==> config.mk <==
export PLATFORM = sky130hd
export DESIGN_NAME = clwx_exec
export DESIGN_NICKNAME = d
export VERILOG_FILES = /design/src/hw/clwx_pkg.sv /design/src/hw/clwx_exec.sv
export SDC_FILE = /design/constraint.sdc
export NUM_CORES = 1
export LEC_CHECK = 0
export ABC_AREA = 0
export BUFFER_PORTS_ARGS = -buffer_cell sky130_fd_sc_hd__buf_2
export CORE_MARGIN = 4
export CORE_UTILIZATION = 25
export CTS_BUF_LIST = sky130_fd_sc_hd__clkbuf_16
export CTS_CLUSTER_SIZE = 28
export DETAILED_ROUTE_END_ITERATION = 7
export PLACE_DENSITY = 0.49
export RECOVER_POWER = 25
export SLEW_MARGIN = 20
export SYNTH_ARGS = -nofsm -noshare
export SYNTH_HDL_FRONTEND = slang
export SYNTH_SLANG_ARGS = --single-unit
==> constraint.sdc <==
create_clock -name clk -period 8.7 [get_ports clk]
set_input_delay 0.435 -clock clk [delete_from_list [all_inputs] [get_ports clk]]
set_output_delay 0.435 -clock clk [all_outputs]
set_load 0.005 [all_outputs]
==> src/hw/clwx_pkg.sv <==
// Constants, opcodes and types for the compact load-constant and word-load executor.
// Assumes a 64-bit register file and a 64-bit data path on the memory side.
// Notes on behaviour
// (RQ1) Plain load-constant zero-extends 8-bit immediate.
// (RQ2) Extended load-constant writes zero-extended 16-bit immediate.
// (RQ3) Extended load-constant: prefix 11110, opcode 01101, zero field.
// (RQ4) Register word load: offset shifted two, added.
// (RQ5) Loaded word is sign-extended into register.
// (RQ6) Misaligned checked word loads fault, no load.
// (RQ7) Extended register load adds sign-extended 16-bit offset.
// (RQ8) PC word load base: own or jump address.
// (RQ9) Plain PC load clears low bits, never misaligned.
// (RQ10) Plain PC load reports only translation, bus faults.
// (RQ11) Extended PC load clears PC low bits first.
// (RQ12) Software keeps extended PC load from delay slots.
// (RQ13) PC-relative loads count as data references.
// (RQ14) Stack load adds scaled offset to register 29.
// (RQ15) Physical address bit 2 flipped by swap flag.
// (RQ16) Word lane chosen by address and core flag.
// (RQ17) Three-bit register fields map through fixed table.
// (RQ18) Faulting load leaves destination unchanged, reports fault.
package clwx_pkg;
  localparam int          XLEN         = 64;
  localparam int          WLEN         = 32;
  localparam logic [4:0]  OP_EXTEND    = 5'h1e;
  localparam logic [4:0]  OP_LOAD_CONST = 5'h0d;
  localparam logic [4:0]  OP_LOAD_REG  = 5'h13;
  localparam logic [4:0]  OP_LOAD_PC   = 5'h16;
  localparam logic [4:0]  OP_LOAD_SP   = 5'h12;
  localparam logic [4:0]  STACK_REG    = 5'h1d;
  localparam logic [1:0]  WORD_ALIGN   = 2'h0;
  localparam logic [2:0]  LANE_HI      = 3'h4;
  typedef enum logic [1:0] {CLWX_FAULT_NONE, CLWX_FAULT_MISALIGN, CLWX_FAULT_XLAT} clwx_fault_t;
  typedef enum {CLWX_IDLE, CLWX_WAIT} clwx_state_t;
endpackage

==> src/hw/clwx_exec.sv <==
// Executes compact load-constant and word-load instructions, with and without prefix.
// Assumes decode hands one instruction at a time with register values already read,
// and a memory port that answers a request with mem_valid some cycles later.
`timescale 1ns/1ps
module clwx_exec (
  input  wire logic                        clk,
  input  wire logic                        resetn,
  input  wire logic                        insn_valid,
  input  wire logic [15:0]                 insn,
  input  wire logic                        has_prefix,
  input  wire logic [15:0]                 prefix,
  input  wire logic [clwx_pkg::XLEN-1:0]   insn_pc,
  input  wire logic                        in_delay_slot,
  input  wire logic [clwx_pkg::XLEN-1:0]   jump_pc,
  input  wire logic [clwx_pkg::XLEN-1:0]   base_value,
  input  wire logic                        swap_byte_order_flag,
  input  wire logic                        msb_first_core_flag,
  input  wire logic                        mem_valid,
  input  wire logic [clwx_pkg::XLEN-1:0]   mem_data,
  input  wire logic                        mem_xlat_fault,
  output logic                             busy,
  output logic [4:0]                       base_sel,
  output logic                             mem_req,
  output logic [clwx_pkg::XLEN-1:0]        mem_vaddr,
  output logic [2:0]                       mem_paddr_low,
  output logic                             mem_data_ref,
  output logic                             wr_en,
  output logic [4:0]                       wr_reg,
  output logic [clwx_pkg::XLEN-1:0]        wr_data,
  output logic                             fault,
  output clwx_pkg::clwx_fault_t            fault_kind,
  output logic [clwx_pkg::XLEN-1:0]        fault_addr
);
  import clwx_pkg::*;

  logic        rst_s1;
  logic        rst_n;
  clwx_state_t state;
  logic [2:0]  lane;
  logic [4:0]  dest;

  always_ff @(posedge clk or negedge resetn) begin
    if (!resetn) begin
      rst_s1 <= 1'b0;
      rst_n  <= 1'b0;
    end else begin
      rst_s1 <= 1'b1;
      rst_n  <= rst_s1;
    end
  end

  // Fixed map of three-bit fields onto registers 16,17,2..7.
  function automatic logic [4:0] xlat(input logic [2:0] f);
    xlat = (f < 3'h2) ? {2'b10, 2'b00, f[0]} : {2'b00, f};  // RQ17
  endfunction

  wire [4:0]  major      = insn[15:11];
  wire [2:0]  fld_x      = insn[10:8];
  wire [2:0]  fld_y      = insn[7:5];
  wire        pfx_ok     = has_prefix && prefix[15:11] == OP_EXTEND;
  wire [15:0] imm16      = {prefix[4:0], prefix[10:5], insn[4:0]};
  wire        is_const   = major == OP_LOAD_CONST && !has_prefix;
  wire        is_const_x = major == OP_LOAD_CONST && pfx_ok && fld_y == 3'h0;  // RQ3
  wire        is_reg     = major == OP_LOAD_REG;
  wire        is_pc      = major == OP_LOAD_PC;
  wire        is_sp      = major == OP_LOAD_SP;
  wire        is_load    = is_reg || is_pc || is_sp;
  wire [XLEN-1:0] off_x  = {{(XLEN-16){imm16[15]}}, imm16};
  wire [XLEN-1:0] pc_base = in_delay_slot ? jump_pc : insn_pc;  // RQ8
  wire [XLEN-1:0] pc_sum = {pc_base[XLEN-1:2] + {{(XLEN-10){1'b0}}, insn[7:0]}, WORD_ALIGN};  // RQ9
  wire [XLEN-1:0] pcx_sum = {insn_pc[XLEN-1:2], WORD_ALIGN} + off_x;  // RQ11
  wire [XLEN-1:0] reg_sum = base_value + (pfx_ok ? off_x  // RQ7
                          : {{(XLEN-7){1'b0}}, insn[4:0], 2'b00});  // RQ4
  wire [XLEN-1:0] sp_sum = base_value + (pfx_ok ? off_x
                          : {{(XLEN-10){1'b0}}, insn[7:0], 2'b00});  // RQ14
  wire [XLEN-1:0] ea     = is_pc ? (pfx_ok ? pcx_sum : pc_sum) : is_reg ? reg_sum : sp_sum;
  wire        checked    = !(is_pc && !pfx_ok);  // RQ10
  wire        misalign   = checked && ea[1:0] != WORD_ALIGN;  // RQ6
  wire [4:0]  next_dest  = is_reg ? xlat(fld_y) : xlat(fld_x);
  wire [2:0]  next_lane  = ea[2:0] ^ (msb_first_core_flag ? LANE_HI : 3'h0);  // RQ16
  wire [2:0]  next_plow  = ea[2:0] ^ (swap_byte_order_flag ? LANE_HI : 3'h0);  // RQ15
  wire [WLEN-1:0] word   = lane[2] ? mem_data[63:32] : mem_data[31:0];
  wire [XLEN-1:0] next_cdata = is_const_x ? {{(XLEN-16){1'b0}}, imm16}  // RQ2
                             : {{(XLEN-8){1'b0}}, insn[7:0]};  // RQ1
  wire        take       = state == CLWX_IDLE && insn_valid;
  wire        start_ld   = take && is_load && !misalign;

  always_comb begin
    base_sel = is_sp ? STACK_REG : xlat(fld_x);
  end

  always_ff @(posedge clk or negedge rst_n) begin
    if (!rst_n) begin
      state <= CLWX_IDLE;
      busy <= 1'b0;
      mem_req <= 1'b0;
      mem_vaddr <= '0;
      mem_paddr_low <= 3'h0;
      mem_data_ref <= 1'b0;
      wr_en <= 1'b0;
      wr_reg <= 5'h0;
      wr_data <= '0;
      fault <= 1'b0;
      fault_kind <= CLWX_FAULT_NONE;
      fault_addr <= '0;
      lane <= 3'h0;
      dest <= 5'h0;
    end else begin
      wr_en <= 1'b0;
      fault <= 1'b0;
      mem_req <= start_ld;
      if (start_ld) begin
        state <= CLWX_WAIT;
        busy <= 1'b1;
        mem_vaddr <= ea;
        mem_paddr_low <= next_plow;
        mem_data_ref <= 1'b1;  // RQ13
        lane <= next_lane;
        dest <= next_dest;
      end else if (take && is_load) begin
        fault <= 1'b1;  // RQ18
        fault_kind <= CLWX_FAULT_MISALIGN;
        fault_addr <= ea;
      end else if (take && (is_const || is_const_x)) begin
        wr_en <= 1'b1;
        wr_reg <= xlat(fld_x);
        wr_data <= next_cdata;
      end else if (state == CLWX_WAIT && mem_valid) begin
        state <= CLWX_IDLE;
        busy <= 1'b0;
        if (mem_xlat_fault) begin
          fault <= 1'b1;  // RQ18
          fault_kind <= CLWX_FAULT_XLAT;
          fault_addr <= mem_vaddr;
        end else begin
          wr_en <= 1'b1;
          wr_reg <= dest;
          wr_data <= {{(XLEN-WLEN){word[WLEN-1]}}, word};  // RQ5
        end
      end
    end
  end
endmodule

==> impl_metrics.csv <==
group,metric,value,unit
sta,tightest_slew,1.724,ns
grt,grt_pass1_vias,19450,
clock_tree,clock_sinks,179,
power,power.total,3.315,mW
sta,fmax,188.0,MHz
sta,slew_violations,39,
sta,hold_viol,0,
synthesis,ys_types,86,
grt,grt_pass1_wl,129300,um
worst_setup_path,startpoint_type,"input pin",
die,die_area,81600,um2
worst_setup_path,cp_max_fo,49,
min_path,hold_path_class,"input pin to flop",
grt,antenna_found_initial,24,
sta,skew,0.02340,ns
clock_tree,clockBufferDepth,2,
detailed_routing,first_pass_iters,6,
sta,fin_tns_setup,0,ns
synthesis,synth_cells,2509,
synthesis,syn_area,19270,um2
detailed_routing,vias,20610,
die,start_util,25.29,%
run_status,outcome,"finished, violations left",
worst_setup_path,cp.required,9.03,ns
sta,max-slew-margin-rel,-14.91,%
finish,final_layout_size_suffix_gt1_share,18.99,%
worst_setup_path,end_kind,"flop",
finish,reg_top3,"fault_addr: 64 flops, mem_vaddr: 64 flops, wr_data: 32 flops",
sta,holdWs,0.1974,ns
synthesis,synth_flop_cell,"dfrtp_1",
clock_tree,clk_pin_slew,0.08,ns
worst_setup_path,arrival,5.65,ns
synthesis,ys_warn_count,0,
finish,utilization,30.15,%
clock_tree,cts.repair.resized,0,
detailed_routing,route.detailed.drc,0,
clock_tree,cts_tree,"built",
detailed_routing,drtIter0Drc,1980,
synthesis,seq_area_frac_synth,23.24,%
grt,globalRouteOverflowTotal,0,
finish,area_delta_synth_final,19.19,%
sta,rsz0062_at_grt,"no",
synthesis,ys_seq_elements,179,
place,hpwlAfterDp,72470,um
power,powerDensity,144.3,nW/um2
synthesis,syn_nets,2941,
place,gp_congestion,0.9207,
finish,fin_nets,3304,
detailed_routing,final_antenna_net_count,0,
grt,grt_start_max_net_pins,140,
die,pin_count,509,
clock_tree,worstSkewPairLatency,0.45,ns
die,die_h,285.7,um
clock_tree,numCtsBuffers,17,
die,core,76200,um2
detailed_routing,wl_per_cell,22.67,um
detailed_routing,routed_wl,89090,um
run,max_cap_viol_count,1,
power,ir_worst_vdd,107.9,uV
sta,fin_crit_sh,61.13,%
synthesis,async_flop_share,100.0,%
synthesis,synth.avg_cell_area,7.682,um2
power,p_leak,10.57,nW
worst_setup_path,crit_type,"input pin to flop",
sta,setup_viol_count_final,0,
finish,fillers,8479,
die,rows,101,
clock_tree,root_buffer,"clkbuf_16",
place,dp_slack,2.967,ns
synthesis,synth_edf_count,0,
clock_tree,cts_setup_buffers,0,
sta,layout_setup_ws,3.382,ns
run_status,violations,"capacitance limit, slew limit",
detailed_routing,viasPerCell,5.244,
place,io_buffers,503,
grt,track_usage,20.72,%
die,die_w,285.7,um
sta,fin_crit,5.318,ns
clock_tree,htree_num_levels,4,
cells in the mapped netlist (41+ instances only):
cell type,number,share of area (%)
nand2_1,316,6.2
o21ai_0,236,6.1
a21oi_1,213,5.5
dfrtp_1,179,23
nor2_1,160,3.1
ha_1,132,8.6
clkbuf_1,113,2.2
xnor2_1,85,3.9
a21o_1,77,3.0
nand3_1,69,1.8
mux2i_1,68,3.5
xor2_1,68,3.1
a22oi_1,54,2.1
inv_1,50,0.97
nand4_1,45,1.5
nor3_1,43,1.1
o31ai_1,42,1.6
buf_4,41,1.6
per-layer routing:
metal / vias up / wire length, um / GRT usage (%)
li1: 10020 / - / -
met3: 70 / 5012 / 2.629
met4: 10 / 1297 / 3.781
met1: 9859 / 42860 / 30.34
met5: - / 49 / 0
met2: 648 / 39860 / 32.84
critical path, stage by stage:
cell,delay (ns)
buf_2,0.09
and4b_1,0.36
and3_2,0.20
buf_4,0.34
and2_2,0.21
buf_4,0.51
ha_1,0.40
a21oi_1,0.32
o21ai_0,0.15
a221o_1,0.32
a221o_1,0.35
o31ai_1,0.70
nand2_1,0.20
o21ai_0,0.29
xor2_1,0.21
a22oi_1,0.19
mux2_2,0.35
final timing paths:
check	start	endpoint	slack, ns	depth (start not counted)
max	prefix[11]	mem_vaddr[54]$_DFFE_PN0P_	3.38	17
min	mem_valid	busy$_DFFE_PN0P_	0.20	2
max reg2reg	busy$_DFFE_PN0P_	mem_vaddr[23]$_DFFE_PN0P_	5.76	6
min reg2reg	rst_s1$_DFF_PN0_	rst_n$_DFF_PN0_	0.35	0
max in group asynchronous	rst_n$_DFF_PN0_	mem_data_ref$_DFFE_PN0P_	6.39	1
min in group asynchronous	resetn	rst_n$_DFF_PN0_	0.31	2
cell families (layout without fill, tap and decap cells):
family	count (synthesis)	count (layout)	synth area share, %
other cells	2	17	0.03897
mux	98	98	5.284
compound gates	899	899	29.81
flops	179	179	23.24
xor+xnor	153	153	6.953
simple gates	809	809	20.18
fa+ha+maj	135	135	8.881
buf+inv	234	610	5.615
per-stage QoR:
step | cell area (um2) | std cells
global route | 22950 | 3922
CTS | 23030 | 3915
global placement | 22420 | 3882
finish | 22970 | 3930
detailed placement | 22420 | 3882
floorplan | 19270 | 2509
layout make-up:
cell class                      instances  area [um2]  share of cell area, %
Inverter                               50       187.7                 0.8170
Antenna cell                           15       37.54                 0.1634
Multi-Input combinational cell       2096       13750                  59.86
Tap cell                             1030        1289                  5.610
Clock inverter                         15       178.9                 0.7789
Sequential cell                       179        4479                  19.50
Clock buffer                           17       425.4                  1.852
Timing Repair Buffer                  528        2623                  11.42
cell usage in the layout, fill, tap and decap left out, types with 30 or more instances in the layout:
master	synthesis	routed
a31oi_1	35	34
nand2_1	316	316
o211ai_1	35	35
inv_1	50	51
xor2_1	68	68
o31ai_1	42	42
mux2_2	30	30
a21oi_1	213	213
nand4_1	45	45
a21o_1	77	77
nor2_1	160	158
nand3_1	69	68
nor3_1	43	43
xnor2_1	85	85
o21bai_1	36	36
dfrtp_1	179	179
ha_1	132	132
o21ai_0	236	236
a211oi_1	34	34
mux2i_1	68	68
nor2b_1	30	30
clkbuf_1	113	80
a22oi_1	54	54
buf_2	12	422
what timing repair did:
item | 4_1_cts | 5_1_grt
endpoints found under the hold margin | 2 | 0
setup endpoints to repair | 0 | 0
hold buffers | 1 | 0
power by group:
part	leakage, nW	total [mW]	internal, mW	switching [mW]
Combinational	7.97	1.31	0.542	0.765
Sequential	2.30	1.19	1.03	0.154
Clock	0.297	0.819	0.434	0.386
(Power assumes the default switching activity.)
